### src/design/suc_pkg.sv
// shared constants, state codes and word helpers for the serial channel
// assumes a 32-bit apb slave with byte addresses on an 8-bit port
package suc_pkg;
   // -----------------------------------------------------------------
   // widths
   // -----------------------------------------------------------------
   localparam int ADDR_W = 8;
   localparam int WORD_W = 9;
   localparam int DIV_W = 7;
   localparam int CNT_W = 4;
   // -----------------------------------------------------------------
   // register offsets
   // -----------------------------------------------------------------
   localparam logic [ADDR_W-1:0] OFF_MODE_RX = 8'h00;
   localparam logic [ADDR_W-1:0] OFF_COMM_TX = 8'h04;
   localparam logic [ADDR_W-1:0] OFF_COMM_RX = 8'h08;
   localparam logic [ADDR_W-1:0] OFF_DIV_TX = 8'h0C;
   localparam logic [ADDR_W-1:0] OFF_DIV_RX = 8'h10;
   localparam logic [ADDR_W-1:0] OFF_CTRL = 8'h14;
   localparam logic [ADDR_W-1:0] OFF_TXDATA = 8'h18;
   localparam logic [ADDR_W-1:0] OFF_RXDATA = 8'h1C;
   localparam logic [ADDR_W-1:0] OFF_STATUS = 8'h20;
   // -----------------------------------------------------------------
   // field positions, masks and reset values
   // -----------------------------------------------------------------
   localparam int B_OPCLK = 15;
   localparam int B_CCS = 14;
   localparam int B_STS = 8;
   localparam int B_SIS = 6;
   localparam int B_MD_HI = 2;
   localparam int B_MD_LO = 1;
   localparam int B_IRQSRC = 0;
   localparam int B_TXE = 15;
   localparam int B_RXE = 14;
   localparam int B_EOC = 10;
   localparam int B_PTC_HI = 9;
   localparam int B_PTC_LO = 8;
   localparam int B_DIR = 7;
   localparam int B_SLC_HI = 5;
   localparam int B_SLC_LO = 4;
   localparam int B_DLS_HI = 1;
   localparam int B_DLS_LO = 0;
   localparam int B_DIV_HI = 15;
   localparam int B_DIV_LO = 9;
   localparam int C_START = 0;
   localparam int C_STOP = 1;
   localparam int S_RX_BUSY = 0;
   localparam int S_TX_BUSY = 1;
   localparam int S_RX_RUN = 2;
   localparam int S_PERR = 3;
   localparam int S_RX_FULL = 4;
   localparam logic [15:0] MODE_RX_WMASK = 16'hC147;
   localparam logic [15:0] MODE_RX_FIXED = 16'h0020;
   localparam logic [15:0] COMM_WMASK = 16'hF7B3;
   localparam logic [15:0] COMM_FIXED = 16'h0004;
   localparam logic [15:0] DIV_WMASK = 16'hFE00;
   localparam logic [15:0] REG_RESET = 16'h0000;
   // -----------------------------------------------------------------
   // field encodings and counts
   // -----------------------------------------------------------------
   localparam logic [1:0] MODE_UART = 2'h1;
   localparam logic [1:0] PAR_NONE = 2'h0;
   localparam logic [1:0] PAR_ZERO = 2'h1;
   localparam logic [1:0] PAR_EVEN = 2'h2;
   localparam logic [1:0] PAR_ODD = 2'h3;
   localparam logic [1:0] STOP_NONE = 2'h0;
   localparam logic [1:0] STOP_TWO = 2'h2;
   localparam logic [1:0] LEN9 = 2'h1;
   localparam logic [1:0] LEN7 = 2'h2;
   localparam logic [CNT_W-1:0] BITS9 = 4'h9;
   localparam logic [CNT_W-1:0] BITS8 = 4'h8;
   localparam logic [CNT_W-1:0] BITS7 = 4'h7;
   localparam logic [1:0] STOPS_ONE = 2'h1;
   localparam logic [1:0] STOPS_TWO = 2'h2;

   typedef enum logic [4:0] {
      ST_IDLE = 5'h01,
      ST_START = 5'h02,
      ST_DATA = 5'h04,
      ST_PAR = 5'h08,
      ST_STOP = 5'h10
   } suc_state_t;

   function automatic logic [CNT_W-1:0] suc_word_bits(input logic [1:0] len);
      case (len)
         LEN9: return BITS9;
         LEN7: return BITS7;
         default: return BITS8;
      endcase
   endfunction

   function automatic logic [WORD_W-1:0] suc_reverse(
      input logic [WORD_W-1:0] w, input logic [CNT_W-1:0] n);
      logic [WORD_W-1:0] r;
      r = '0;
      for (int i = 0; i < WORD_W; i++) begin
         if (i < int'(n)) begin
            r[i] = w[int'(n) - 1 - i];
         end
      end
      return r;
   endfunction

   function automatic logic suc_parity(input logic [WORD_W-1:0] w,
      input logic [CNT_W-1:0] n, input logic [1:0] sel);
      logic p;
      p = 1'b0;
      for (int i = 0; i < WORD_W; i++) begin
         if (i < int'(n)) begin
            p = p ^ w[i];
         end
      end
      if (sel == PAR_ODD) begin
         return ~p;
      end
      if (sel == PAR_EVEN) begin
         return p;
      end
      return 1'b0;
   endfunction
endpackage

### src/design/suc_baud.sv
// half-bit tick generator for one serial channel
// assumes src_tick is a one-cycle enable on the same clock
`timescale 1ns/1ps
module suc_baud (
   input wire logic clk,
   input wire logic rst,
   input wire logic ce,
   input wire logic restart,
   input wire logic src_tick,
   input wire logic [suc_pkg::DIV_W-1:0] div,
   output logic half_tick
);
   import suc_pkg::*;

   logic [DIV_W-1:0] cnt;

   // -----------------------------------------------------------------
   // divider: a bit lasts 2*(div+1) source ticks, so half is div+1
   // -----------------------------------------------------------------
   always_ff @(posedge clk or posedge rst) begin
      if (rst) begin
         cnt <= '0;
         half_tick <= 1'b0;
      end else if (ce) begin
         half_tick <= 1'b0;
         if (restart) begin
            cnt <= '0;
         end else if (src_tick) begin
            if (cnt == div) begin
               cnt <= '0;
               half_tick <= 1'b1;
            end else begin
               cnt <= cnt + 1'b1;
            end
         end
      end
   end
endmodule

### src/design/suc_uart_setup.sv
// serial channel pair: channel a transmits, channel b receives
// assumes apb master on CLOCK and prescaler ticks from the same domain
//
// How it works
// - rx bit clock comes from operation clock, or from serial clock pin
// - start select 0: software starts a frame; 1: line edge starts it
// - start edge select 0 takes falling edge, 1 takes rising edge
// - mode field: 00 clocked, 01 async, 10 two-wire; 11 never written
// - irq cause select 0: frame end, 1: receive buffer emptied
// - per-channel transmit and receive enables choose the direction
// - error mask bit 1 lets reception error interrupt out
// - transmit parity: none, constant zero, even or odd
// - receive parity: none, taken unchecked, even or odd checked
// - bit order select 0 sends msb first, 1 lsb first
// - stop field: none, one or two stop bits; 11 never written
// - length field: 01 nine, 10 seven, 11 eight bits; 00 unused
// - operation clock select picks prescaler tick 0 or 1
// - bit time is bit clock source tick (operation clock, or serial clock pin for rx) times 2*(divider+1)
//
// The APB slave port and the register offsets are this design's own decisions.
`timescale 1ns/1ps
module suc_uart_setup (
   input wire logic CLOCK,
   input wire logic RST,
   input wire logic CE,
   input wire logic PSEL,
   input wire logic PENABLE,
   input wire logic PWRITE,
   input wire logic [suc_pkg::ADDR_W-1:0] PADDR,
   input wire logic [31:0] PWDATA,
   output logic [31:0] PRDATA,
   output logic PREADY,
   output logic PSLVERR,
   input wire logic PRESC0_TICK,
   input wire logic PRESC1_TICK,
   input wire logic SCK_IN,
   input wire logic RXD,
   output logic TXD,
   output logic RX_ERROR_IRQ,
   output logic CHANNEL_IRQ,
   output logic TX_END_IRQ
);
   import suc_pkg::*;

   logic [15:0] mode_rx;
   logic [15:0] comm_tx;
   logic [15:0] comm_rx;
   logic [15:0] div_tx;
   logic [15:0] div_rx;
   logic [31:0] rd_val;
   logic hit;
   logic acc;
   logic wr_fire;
   logic rd_fire;
   logic sw_start;
   logic sw_stop;
   logic tx_load;
   logic rx_read;
   logic perr_clr;
   logic rxd_s1, rxd_s2, sck_s1, sck_s2, sck_q;
   logic rx_lvl, rx_lvl_q;
   logic sck_rise;
   logic opclk_tick;
   logic rx_src;
   logic rx_half_tick, tx_half_tick;
   logic rx_restart, tx_restart;
   suc_state_t rx_state, tx_state;
   logic rx_half, tx_half;
   logic [CNT_W-1:0] rx_cnt, tx_cnt;
   logic [WORD_W-1:0] rx_shift, rx_data, tx_word;
   logic [1:0] tx_stops;
   logic rx_run, rx_full, perr;
   logic rx_ok, start_edge;
   logic rx_sample, tx_adv;
   logic [CNT_W-1:0] rx_n, tx_n;

   function automatic logic [15:0] merge(input logic [15:0] old,
      input logic [15:0] nw, input logic [15:0] msk);
      return (old & ~msk) | (nw & msk);
   endfunction

   // -----------------------------------------------------------------
   // apb slave, one wait state on every access
   // -----------------------------------------------------------------
   assign acc = PSEL & PENABLE;
   assign wr_fire = acc & PREADY & PWRITE;
   assign rd_fire = acc & PREADY & ~PWRITE;
   assign sw_start = wr_fire & (PADDR == OFF_CTRL) & PWDATA[C_START];
   assign sw_stop = wr_fire & (PADDR == OFF_CTRL) & PWDATA[C_STOP];
   assign tx_load = wr_fire & (PADDR == OFF_TXDATA);
   assign rx_read = rd_fire & (PADDR == OFF_RXDATA);
   assign perr_clr = wr_fire & (PADDR == OFF_STATUS) & PWDATA[S_PERR];

   always_comb begin
      hit = 1'b1;
      rd_val = '0;
      case (PADDR)
         OFF_MODE_RX: rd_val[15:0] = mode_rx | MODE_RX_FIXED;
         OFF_COMM_TX: rd_val[15:0] = comm_tx | COMM_FIXED;
         OFF_COMM_RX: rd_val[15:0] = comm_rx | COMM_FIXED;
         OFF_DIV_TX: rd_val[15:0] = div_tx;
         OFF_DIV_RX: rd_val[15:0] = div_rx;
         OFF_CTRL: rd_val = '0;
         OFF_TXDATA: rd_val[WORD_W-1:0] = tx_word;
         OFF_RXDATA: rd_val[WORD_W-1:0] = rx_data;
         OFF_STATUS: begin
            rd_val[S_RX_BUSY] = rx_state != ST_IDLE;
            rd_val[S_TX_BUSY] = tx_state != ST_IDLE;
            rd_val[S_RX_RUN] = rx_run;
            rd_val[S_PERR] = perr;
            rd_val[S_RX_FULL] = rx_full;
         end
         default: hit = 1'b0;
      endcase
   end

   always_ff @(posedge CLOCK or posedge RST) begin
      if (RST) begin
         PREADY <= 1'b0;
         PRDATA <= '0;
         PSLVERR <= 1'b0;
      end else if (CE) begin
         if (acc & ~PREADY) begin
            PREADY <= 1'b1;
            PRDATA <= rd_val;
            PSLVERR <= ~hit;
         end else begin
            PREADY <= 1'b0;
            PSLVERR <= 1'b0;
         end
      end
   end

   // -----------------------------------------------------------------
   // configuration registers
   // -----------------------------------------------------------------
   always_ff @(posedge CLOCK or posedge RST) begin
      if (RST) begin
         mode_rx <= REG_RESET;
         comm_tx <= REG_RESET;
         comm_rx <= REG_RESET;
         div_tx <= REG_RESET;
         div_rx <= REG_RESET;
      end else if (CE && wr_fire) begin
         case (PADDR)
            OFF_MODE_RX: mode_rx <= merge(mode_rx, PWDATA[15:0],
               MODE_RX_WMASK);
            OFF_COMM_TX: comm_tx <= merge(comm_tx, PWDATA[15:0],
               COMM_WMASK);
            OFF_COMM_RX: comm_rx <= merge(comm_rx, PWDATA[15:0],
               COMM_WMASK);
            OFF_DIV_TX: div_tx <= merge(div_tx, PWDATA[15:0], DIV_WMASK);
            OFF_DIV_RX: div_rx <= merge(div_rx, PWDATA[15:0], DIV_WMASK);
            default: ;
         endcase
      end
   end

   // -----------------------------------------------------------------
   // pin synchronisers and clock source choice
   // -----------------------------------------------------------------
   always_ff @(posedge CLOCK or posedge RST) begin
      if (RST) begin
         rxd_s1 <= 1'b1;
         rxd_s2 <= 1'b1;
         sck_s1 <= 1'b0;
         sck_s2 <= 1'b0;
         sck_q <= 1'b0;
         rx_lvl_q <= 1'b1;
      end else if (CE) begin
         rxd_s1 <= RXD;
         rxd_s2 <= rxd_s1;
         sck_s1 <= SCK_IN;
         sck_s2 <= sck_s1;
         sck_q <= sck_s2;
         rx_lvl_q <= rx_lvl;
      end
   end

   // inverting the line makes a rising edge look like a start bit
   assign rx_lvl = rxd_s2 ^ mode_rx[B_SIS];
   assign start_edge = rx_lvl_q & ~rx_lvl;
   assign sck_rise = sck_s2 & ~sck_q;
   assign opclk_tick = mode_rx[B_OPCLK] ? PRESC1_TICK : PRESC0_TICK;
   assign rx_src = mode_rx[B_CCS] ? sck_rise : opclk_tick;

   // only the async mode moves receive frames; the other modes hold the receiver idle
   assign rx_ok = comm_rx[B_RXE]
      & (mode_rx[B_MD_HI:B_MD_LO] == MODE_UART);
   assign rx_n = suc_word_bits(comm_rx[B_DLS_HI:B_DLS_LO]);
   assign tx_n = suc_word_bits(comm_tx[B_DLS_HI:B_DLS_LO]);
   assign rx_sample = rx_half_tick & rx_half;
   assign tx_adv = tx_half_tick & tx_half;
   assign rx_restart = (rx_state == ST_IDLE);
   assign tx_restart = (tx_state == ST_IDLE);

   suc_baud u_rx_baud (
      .clk(CLOCK),
      .rst(RST),
      .ce(CE),
      .restart(rx_restart),
      .src_tick(rx_src),
      .div(div_rx[B_DIV_HI:B_DIV_LO]),
      .half_tick(rx_half_tick)
   );

   suc_baud u_tx_baud (
      .clk(CLOCK),
      .rst(RST),
      .ce(CE),
      .restart(tx_restart),
      .src_tick(opclk_tick),
      .div(div_tx[B_DIV_HI:B_DIV_LO]),
      .half_tick(tx_half_tick)
   );

   // -----------------------------------------------------------------
   // receive channel
   // -----------------------------------------------------------------
   always_ff @(posedge CLOCK or posedge RST) begin
      if (RST) begin
         rx_run <= 1'b0;
      end else if (CE) begin
         if (sw_stop || !rx_ok) begin
            rx_run <= 1'b0;
         end else if (sw_start && mode_rx[B_STS]) begin
            rx_run <= 1'b1;
         end
      end
   end

   always_ff @(posedge CLOCK or posedge RST) begin
      if (RST) begin
         rx_state <= ST_IDLE;
         rx_half <= 1'b0;
         rx_cnt <= '0;
         rx_shift <= '0;
         rx_data <= '0;
         rx_full <= 1'b0;
         perr <= 1'b0;
         RX_ERROR_IRQ <= 1'b0;
         CHANNEL_IRQ <= 1'b0;
      end else if (CE) begin
         RX_ERROR_IRQ <= 1'b0;
         CHANNEL_IRQ <= 1'b0;
         if (rx_read) begin
            rx_full <= 1'b0;
            CHANNEL_IRQ <= mode_rx[B_IRQSRC];
         end
         if (perr_clr) begin
            perr <= 1'b0;
         end
         if (rx_half_tick) begin
            rx_half <= ~rx_half;
         end
         if (!rx_ok) begin
            rx_state <= ST_IDLE;
         end else begin
            unique case (rx_state)
               ST_IDLE: begin
                  if ((rx_run && start_edge)
                     || (sw_start && !mode_rx[B_STS])) begin
                     rx_state <= ST_START;
                  end
               end
               ST_START: begin
                  // mid start bit; a glitch on an edge start is dropped
                  if (rx_half_tick) begin
                     rx_half <= 1'b0;
                     rx_cnt <= '0;
                     if (mode_rx[B_STS] && rx_lvl) begin
                        rx_state <= ST_IDLE;
                     end else begin
                        rx_state <= ST_DATA;
                     end
                  end
               end
               ST_DATA: begin
                  if (rx_sample) begin
                     rx_shift[rx_cnt] <= rx_lvl;
                     rx_cnt <= rx_cnt + 1'b1;
                     if (rx_cnt == rx_n - 1'b1) begin
                        if (comm_rx[B_PTC_HI:B_PTC_LO] != PAR_NONE) begin
                           rx_state <= ST_PAR;
                        end else if (comm_rx[B_SLC_HI:B_SLC_LO]
                           != STOP_NONE) begin
                           rx_state <= ST_STOP;
                        end else begin
                           rx_state <= ST_IDLE;
                        end
                     end
                  end
               end
               ST_PAR: begin
                  if (rx_sample) begin
                     if (comm_rx[B_PTC_HI] && (rx_lvl != suc_parity(
                        rx_shift, rx_n, comm_rx[B_PTC_HI:B_PTC_LO]))) begin
                        perr <= 1'b1;
                        RX_ERROR_IRQ <= comm_rx[B_EOC];
                     end
                     if (comm_rx[B_SLC_HI:B_SLC_LO] != STOP_NONE) begin
                        rx_state <= ST_STOP;
                     end else begin
                        rx_state <= ST_IDLE;
                     end
                  end
               end
               ST_STOP: begin
                  // the first stop bit ends the frame so a following
                  // start bit is not missed in two-stop traffic
                  if (rx_sample) begin
                     rx_state <= ST_IDLE;
                  end
               end
               default: rx_state <= ST_IDLE;
            endcase
         end
         // frame end: deliver word in order, its last bit stale when neither parity nor stop; channel irq only if frame end is the cause
         if (rx_ok && rx_state != ST_IDLE && rx_state != ST_START
            && rx_sample && (rx_state == ST_STOP
            || (rx_state == ST_PAR
            && comm_rx[B_SLC_HI:B_SLC_LO] == STOP_NONE)
            || (rx_state == ST_DATA && rx_cnt == rx_n - 1'b1
            && comm_rx[B_PTC_HI:B_PTC_LO] == PAR_NONE
            && comm_rx[B_SLC_HI:B_SLC_LO] == STOP_NONE))) begin
            rx_data <= comm_rx[B_DIR] ? rx_shift
               : suc_reverse(rx_shift, rx_n);
            rx_full <= 1'b1;
            CHANNEL_IRQ <= ~mode_rx[B_IRQSRC];
         end
      end
   end

   // -----------------------------------------------------------------
   // transmit channel
   // -----------------------------------------------------------------
   always_ff @(posedge CLOCK or posedge RST) begin
      if (RST) begin
         tx_state <= ST_IDLE;
         tx_half <= 1'b0;
         tx_cnt <= '0;
         tx_word <= '0;
         tx_stops <= '0;
         TXD <= 1'b1;
         TX_END_IRQ <= 1'b0;
      end else if (CE) begin
         TX_END_IRQ <= 1'b0;
         if (tx_half_tick) begin
            tx_half <= ~tx_half;
         end
         unique case (tx_state)
            ST_IDLE: begin
               // a write while busy is dropped; status shows busy
               if (tx_load && comm_tx[B_TXE]) begin
                  tx_word <= comm_tx[B_DIR] ? PWDATA[WORD_W-1:0]
                     : suc_reverse(PWDATA[WORD_W-1:0], tx_n);
                  tx_half <= 1'b0;
                  TXD <= 1'b0;
                  tx_state <= ST_START;
               end
            end
            ST_START: begin
               if (tx_adv) begin
                  TXD <= tx_word[0];
                  tx_cnt <= CNT_W'(1'b1);
                  tx_state <= ST_DATA;
               end
            end
            ST_DATA: begin
               if (tx_adv) begin
                  if (tx_cnt == tx_n) begin
                     if (comm_tx[B_PTC_HI:B_PTC_LO] != PAR_NONE) begin
                        TXD <= suc_parity(tx_word, tx_n,
                           comm_tx[B_PTC_HI:B_PTC_LO]);
                        tx_state <= ST_PAR;
                     end else begin
                        TXD <= 1'b1;
                        tx_stops <= (comm_tx[B_SLC_HI:B_SLC_LO] == STOP_TWO)
                           ? STOPS_TWO : STOPS_ONE;
                        tx_state <= (comm_tx[B_SLC_HI:B_SLC_LO] == STOP_NONE)
                           ? ST_IDLE : ST_STOP;
                        TX_END_IRQ <= comm_tx[B_SLC_HI:B_SLC_LO] == STOP_NONE;
                     end
                  end else begin
                     TXD <= tx_word[tx_cnt];
                     tx_cnt <= tx_cnt + 1'b1;
                  end
               end
            end
            ST_PAR: begin
               if (tx_adv) begin
                  TXD <= 1'b1;
                  tx_stops <= (comm_tx[B_SLC_HI:B_SLC_LO] == STOP_TWO)
                     ? STOPS_TWO : STOPS_ONE;
                  tx_state <= (comm_tx[B_SLC_HI:B_SLC_LO] == STOP_NONE)
                     ? ST_IDLE : ST_STOP;
                  TX_END_IRQ <= comm_tx[B_SLC_HI:B_SLC_LO] == STOP_NONE;
               end
            end
            ST_STOP: begin
               if (tx_adv) begin
                  if (tx_stops == STOPS_ONE) begin
                     tx_state <= ST_IDLE;
                     TX_END_IRQ <= 1'b1;
                  end else begin
                     tx_stops <= tx_stops - 1'b1;
                  end
               end
            end
            default: tx_state <= ST_IDLE;
         endcase
      end
   end
endmodule

### config.mk
export PLATFORM = sky130hd
export DESIGN_NAME = suc_uart_setup
export DESIGN_NICKNAME = d
export VERILOG_FILES = /design/src/design/suc_pkg.sv /design/src/design/suc_baud.sv /design/src/design/suc_uart_setup.sv
export SDC_FILE = /design/constraint.sdc
export NUM_CORES = 1
export LEC_CHECK = 0
export ABC_CLOCK_PERIOD_IN_PS = 5850
export BUFFER_PORTS_ARGS = -buffer_cell sky130_fd_sc_hd__buf_4
export CORE_UTILIZATION = 30
export DETAILED_ROUTE_END_ITERATION = 6
export PLACE_DENSITY = 0.47
export RECOVER_POWER = 100
export SLEW_MARGIN = 30
export SYNTH_ARGS = -nofsm -noshare
export SYNTH_HDL_FRONTEND = slang
export SYNTH_SLANG_ARGS = --single-unit
### constraint.sdc
create_clock -name CLOCK -period 5.85 [get_ports CLOCK]
set_clock_uncertainty 0.05 [all_clocks]
set_input_delay 0.585 -clock CLOCK [delete_from_list [all_inputs] [get_ports CLOCK]]
set_output_delay 0.585 -clock CLOCK [all_outputs]
set_load 0.1 [all_outputs]
==> results of run 1 <==
layout by cell type, fill, tap and decap left out, drive strengths merged, types with 6 or more instances in the layout:
master  instances
dfrtp         135
nand2          78
mux2           69
nor2           58
a21oi          46
o21ai          46
clkbuf         44
buf            34
a22oi          26
inv            26
xor2           22
mux2i          22
a31oi          20
a22o           20
xnor2          19
ha             19
nand3          17
conb           16
nor3           15
nor2b          13
and3           12
nand4          10
o22ai           9
a211oi          8
dfstp           6
mux4            6
nor4            6
cells by family after synthesis:
family | share of synthesized area, %
mux | 13.5
compound gates | 17.1
other cells | 0.0437
xor+xnor | 4.71
buf+inv | 5.20
simple gates | 15.5
fa+ha+maj | 2.77
flops | 41.2
flip-flops by register name, indices dropped and copies added, names as in the netlist, 2 cells and up:
| signal | flops |
|---|---|
| div_tx | 7 |
| u_rx_baud.cnt | 7 |
| u_tx_baud.cnt | 7 |
| rx_shift | 9 |
| div_rx | 7 |
| tx_stops | 2 |
| mode_rx | 7 |
| tx_word | 9 |
| rx_cnt | 4 |
| rx_data | 9 |
| tx_state | 5 |
| tx_cnt | 4 |
| comm_rx | 12 |
| PRDATA | 16 |
| comm_tx | 12 |
| rx_state | 5 |
Yosys cell counts (5+ instances only):
| master | instances | area share [%] |
|---|---|---|
| a21oi_1 | 44 | 2.6 |
| inv_1 | 25 | 1.1 |
| nand2_1 | 77 | 3.4 |
| xor2_1 | 22 | 2.2 |
| clkbuf_1 | 21 | 0.92 |
| mux2_4 | 6 | 1.1 |
| a31oi_1 | 20 | 1.5 |
| a22o_1 | 20 | 2.0 |
| o21ai_0 | 44 | 2.6 |
| nand4_1 | 9 | 0.66 |
| dfstp_2 | 6 | 1.8 |
| nand3_1 | 16 | 0.93 |
| mux2_2 | 62 | 8.1 |
| a22oi_1 | 26 | 2.3 |
| ha_1 | 19 | 2.8 |
| nor2_1 | 58 | 2.5 |
| nor2b_1 | 13 | 0.95 |
| xnor2_1 | 19 | 1.9 |
| buf_4 | 23 | 2.0 |
| mux2i_1 | 22 | 2.6 |
| a32oi_1 | 5 | 0.51 |
| nor3_1 | 13 | 0.76 |
| and3_1 | 11 | 0.80 |
| o22ai_1 | 9 | 0.66 |
| mux4_2 | 6 | 1.6 |
| buf_2 | 17 | 0.99 |
| dfrtp_1 | 135 | 39 |
through the flow:
step	setup WS, ns	hold slack, ns
4_1_cts	2.46	0.314
2_1_floorplan	1.44	0.395
6_report	2.21	0.333
3_5_place_dp	2.48	0.427
3_3_place_gp	2.55	0.429
5_1_grt	1.91	0.334
worst max-delay path: stages:
cell and delay, ns:
clkbuf_1 1.17, clkinv_1 0.90, a21oi_1 0.53, nand4_1 0.21
or3_1 0.38, a21oi_1 0.14
final cells by class:
cell class | count | area, sq um | area share [%]
Clock inverter | 13 | 165 | 1.71
Timing Repair Buffer | 59 | 373 | 3.87
Multi-Input combinational cell | 635 | 4550 | 47.2
Tap cell | 378 | 473 | 4.91
Inverter | 26 | 98.8 | 1.03
Sequential cell | 141 | 3540 | 36.7
Clock buffer | 19 | 443 | 4.60
power breakdown:
part / internal, uW / switching (uW)
Combinational: 135 / 304
Clock: 684 / 442
Sequential: 1030 / 73.1
Total: 1850 / 819
final timing paths:
kind	endpoint	slack [ns]	cells past startpoint
min in group CLOCK	sck_s1	0.34	2
min reg2reg	rx_lvl_q	0.44	2
max in group asynchronous	PRDATA[0]	3.85	4
max	u_tx_baud.cnt[6]	2.21	6
min	tx_word[3]	0.33	2
max reg2reg	tx_state[4]	2.40	8
per-layer routing:
| metal | track usage (%) | wire length (um) | vias up | share of wire, % |
|---|---|---|---|---|
| li1 | - | - | 3155 | - |
| met5 | 0 | 0 | - | 0 |
| met2 | 27.1 | 11200 | 144 | 47 |
| met3 | 2.57 | 813 | 24 | 3.4 |
| met4 | 4.46 | 304 | 0 | 1.3 |
| met1 | 23.8 | 11500 | 3290 | 48 |
==> key figures, run 1 <==
Outcome
  • Status: complete, but fails checks
  • Failing checks: capacitance limit, slew limit

Placed design
  • Gpl congestion: slightly above 0.8
  • DP HPWL: 17300 um
  • Post-placement cell count: around 1200
  • Placed Area: 9200 sq um
  • I/O Buffers: 55

Clock network
  • Clock transition at path regs: 0.06 ns
  • # hold bufs at CTS: 0
  • Clock sink total: 141
  • CTS tree: built
  • Post-CTS setup buffer count: 0
  • Inserted Clock Buffers: 17
  • Worst-skew pair later-pin latency: 0.42 ns
  • H-tree depth: 4
  • Root Buffer: clkbuf_16
  • Longest Clk Path Bufs: 2
  • CTS resizes: 0

STA
  • RSZ-0062 raised after global routing: false
  • Setup_tns: 0 ns
  • Worst-margin pin slew: 1.66 ns
  • Final setup viols: 0
  • Slew HR: -10.7%
  • Fmax: 0.275 GHz
  • Final Cycle Share: approximately 62%
  • Minimum clock period: about 3.6 ns
  • Final hold vios: 0
  • Final Max Tran Viols: 33

Finish
  • Inserted Diodes: 0
  • Area Overhead vs Synth: 12.4%
  • Layout cells sized above 1: 17.0%
  • Post-Route Utilization: around a third
  • Layout Cell Area excl Fill: 9640 sq um
  • Fin cells: about 1300
  • # fillers: between 2000 and 3000
  • Total Nets Final: 949

Logic synthesis
  • Async S/R FF share, synth: between 90% and 100%
  • Cells after Synth: 849
  • Ys flop type: dfrtp_1
  • Synth warn: 0
  • Syn Std Cell Area: 8570 sq um
  • Yosys cell types: 83
  • Yosys reg bits: 141
  • Seq/Total Area, Yosys: 41.2%
  • Synth Area per Inst: between 10 and 15 sq um
  • EDFF count, synth: 0

Worst setup path
  • Critical path origin: CE
  • Setup crit end kind: flip-flop
  • Worst path required time: 6.15 ns
  • Kind of critical path: input port to flip-flop
  • CP Max Fanout: 32
  • CP arrival: 3.94 ns
  • Reg2reg start: comm_tx[0]
  • Startpoint Class: input port

Global route
  • Vias in the first global route: 6384
  • Global-route wire length before repair: approximately 38000 um
  • Initial antenna violation count: 0
  • Gr usage total: around 17%
  • Largest net degree at the start of global routing: 92
  • Remaining Overflow, GRT: 0

Pwr
  • Maximum VDD drop: 0.144 mV
  • Total Power: 2670 uW
  • Lkg Pwr: 0.00423 uW
  • PwrDens: 277 nW/um^2

Detailed routing
  • ANT nets after route: 0
  • WL final: approximately 24000 um
  • Post-DR vias/cell: 5.20
  • 1st-pass router iterations: 5
  • Total number of vias: 6613
  • First DRT Iteration DRCs: 474
  • DRC Markers: 0
  • Routed len/inst: 18.7 um

Hold path
  • Worst Hold Class: input port to async pin

Floorplanning
  • Total core area: about 28000 sq um
  • Starting density of the core: 30.7%
  • Die Wd: 171 um
  • I/O pin cnt: 88
  • Rows: between 60 and 70
  • Die Height: around 170 um
  • DIE AREA: 29300 sq um

Run
  • Max-cap violations: 1
Power figures use the tool's default switching activity.
==> run 2, diff against run 1 <==
--- a/config.mk
+++ b/config.mk
@@ -5,7 +5,7 @@
 export SDC_FILE = /design/constraint.sdc
 export NUM_CORES = 1
 export LEC_CHECK = 0
-export ABC_CLOCK_PERIOD_IN_PS = 5850
+export ABC_CLOCK_PERIOD_IN_PS = 3500
 export BUFFER_PORTS_ARGS = -buffer_cell sky130_fd_sc_hd__buf_4
 export CORE_UTILIZATION = 30
 export DETAILED_ROUTE_END_ITERATION = 6
==> constraint.sdc (replaced) <==
create_clock -name CLOCK -period 3.5 [get_ports CLOCK]
set_clock_uncertainty 0.05 [all_clocks]
set_input_delay 0.35 -clock CLOCK [delete_from_list [all_inputs] [get_ports CLOCK]]
set_output_delay 0.35 -clock CLOCK [all_outputs]
set_load 0.1 [all_outputs]
==> run 2 against run 1 <==
Net effect: the flow now finishes without violations; sequential power grew 67%; worst hold slack lost 0.23 ns; count of clock-buffer cells in the layout down 2; combinational power increased by 69%; final cell count grew 1.0%; total power rose by 73%; non-clock buffer count up 16; sequential share of layout area down 0.52 points; critical path depth is 2 higher; largest cell class unchanged.
==> key figures, run 2 (same netlist as run 1, synthesis figures left out) <==
Outcome
  • Status: finished clean

Finish
  • Max FFs per register: 16 (unchanged)
  • Layout cells sized above 1: 18.0% (+0.97 points)
  • Total Nets Final: 965 (+1.7%)
  • Commonest non-fill, non-tap cells in the layout: dfrtp_1, nand2_1, mux2_2, nor2_1
  • Inserted Diodes: 0 (unchanged)
  • Reg with most FFs: PRDATA
  • Area Overhead vs Synth: 14.0%
  • Biggest regs: PRDATA x16, comm_rx x12, comm_tx x12
  • Commonest non-fill, non-tap cell in the layout: dfrtp_1

STA
  • Final Cycle Share: 89.1%
  • Final setup viols: 0 (unchanged)
  • Fin Hold WS: 0.105 ns (-0.228 ns)
  • Worst-margin pin slew: 1.37 ns (-0.286 ns)
  • Final hold vios: 0 (unchanged)
  • Slew HR: 7.89% (+19 points)
  • Fmax: 0.321 GHz
  • Minimum clock period: approximately 3.1 ns
  • Setup_tns: 0 ns (unchanged)
  • Final Max Tran Viols: 0 (-100%)
  • RSZ-0062 raised after global routing: false

Floorplanning
  • I/O pin cnt: 88 (unchanged)
  • DIE AREA: 29300 sq um (unchanged)
  • Die Wd: 171 um (unchanged)
  • Total core area: 27900 sq um (unchanged)
  • Starting density of the core: 30.7% (unchanged)
  • Die Height: 171 um (unchanged)
  • Rows: 61 (unchanged)

Worst setup path
  • CP Max Fanout: 14 (-56%)
  • Worst path required time: 3.76 ns (-2.39 ns)
  • Kind of critical path: flip-flop to flip-flop
  • CP arrival: 3.38 ns (-0.56 ns)
  • Setup crit end kind: flip-flop
  • Reg2Reg Setup Slack: 0.38 ns (-2.02 ns)
  • Startpoint Class: flip-flop

Detailed routing
  • ANT nets after route: 0 (unchanged)
  • WL final: 24400 um (+2.6%)
  • 1st-pass router iterations: 5 (unchanged)
  • DRC Markers: 0 (unchanged)
  • Total number of vias: 6648 (+0.53%)
  • Routed len/inst: 19.0 um (+1.5%)
  • Post-DR vias/cell: 5.18 (-0.49%)
  • First DRT Iteration DRCs: 564 (+19%)

Pwr
  • Maximum VDD drop: 0.243 mV (+68%)
  • Lkg Pwr: 0.00430 uW (+1.8%)
  • Sequential Power Share: 39.9% (-1.5 points)
  • Sw power: 1350 uW (+65%)
  • Internal Power: 3270 uW (+77%)
  • Sw Ratio: 29.2% (-1.4 points)
  • PwrDens: 474 nW/um^2 (+71%)
  • Comb power frac: 16.0% (-0.4 points)
  • Clk pwr share: 44.0% (+1.8 points)

Clock network
  • CTS resizes: 0 (unchanged)
  • Clock sink total: 141 (unchanged)
  • H-tree depth: 4 (unchanged)
  • Root Buffer: clkbuf_16
  • CTS tree: built
  • Inserted Clock Buffers: 17 (unchanged)
  • Clock transition at path regs: 0.06 ns (about the same)
  • Longest Clk Path Bufs: 2 (unchanged)
  • Worst-skew pair later-pin latency: 0.43 ns (about the same)

Global route
  • Vias in the first global route: 6448 (+1.0%)
  • Remaining Overflow, GRT: 0 (unchanged)
  • Initial antenna violation count: 0 (unchanged)
  • Largest net degree at the start of global routing: 77 (-16%)
  • Global-route wire length before repair: 38600 um (+2.5%)
  • Gr usage total: 17.5% (+0.54 points)

Placed design
  • I/O Buffers: 55 (unchanged)
  • Gpl congestion: 0.834 (+1.8%)
  • DP HPWL: 17700 um (+2.7%)

Run
  • Max-cap violations: 0 (-1)

Hold path
  • Worst Hold Class: input port to flip-flop
[run 2: changes by cell type in the layout (fill, tap and decap cells not counted), sizes merged, moves of 2 or more]
cell    before  now
clkbuf      44   48
inv         26   24
bufinv       3    6
buf         34   43
[run 2: area by class of cell]
class                   instances  area, sq um
inverters                      26         98.8
repair buffers                 75          458
clock inverters                12          221
flip-flops and latches        141         3540
multi-input cells             635         4560
fillers                      2867        18200
clock buffers                  17          425
well taps                     378          473
[run 2: final timing paths]
kind | startpoint | cells past startpoint | endpoint
max | comm_tx[0] | 8 | tx_state[3]
min in group asynchronous | RST | 3 | tx_cnt[3]
max in group asynchronous | RST | 4 | PRDATA[15]
min | SCK_IN | 2 | sck_s1
max reg2reg | comm_tx[0] | 8 | tx_state[3]
min reg2reg | rx_lvl_q | 2 | rx_lvl_q
[run 2: metal layers]
layer / share of wire, % / GRT usage [%]
met4: 1.5 / 5.09
met5: 0 / 0
met2: 47 / 27.4
met3: 3.4 / 2.80
met1: 49 / 24.7
[run 2: metrics by stage]
stage,instances,cell area [sq um],total power (uW),util [%],worst slack (ns)
after global placement,1254,9330,2650,33.4,0.526
after CTS,1284,9980,4720,35.7,0.467
final,1284,9770,4630,35.0,0.383
after global routing,1284,9770,4820,35.0,0.153
after detailed placement,1254,9330,2660,33.4,0.490
after floorplan,864,8630,2450,-,1.03
[run 2: power groups by stage]
stage / clock (uW) / combinational, uW / sequential [uW]
2_1_floorplan: 0 / 529 / 1920
3_3_place_gp: 0 / 776 / 1880
3_5_place_dp: 0 / 781 / 1880
4_1_cts: 2090 / 782 / 1850
5_1_grt: 2150 / 810 / 1860
6_report: 2040 / 742 / 1850
[run 2: critical path, cell delays in order (launching register included)]
cell and delay [ns]:
dfrtp_1 0.43, inv_1 0.10, ha_1 0.48, and4b_1 0.30
o21ai_1 0.16, a21oi_1 0.19, o21ai_0 0.15, a211oi_1 0.73
mux2_2 0.41
[run 2: what timing repair did]
action	4_1_cts	5_1_grt
endpoints found under the hold margin	6	0
hold buffers	1	0
buffers inserted	0	0
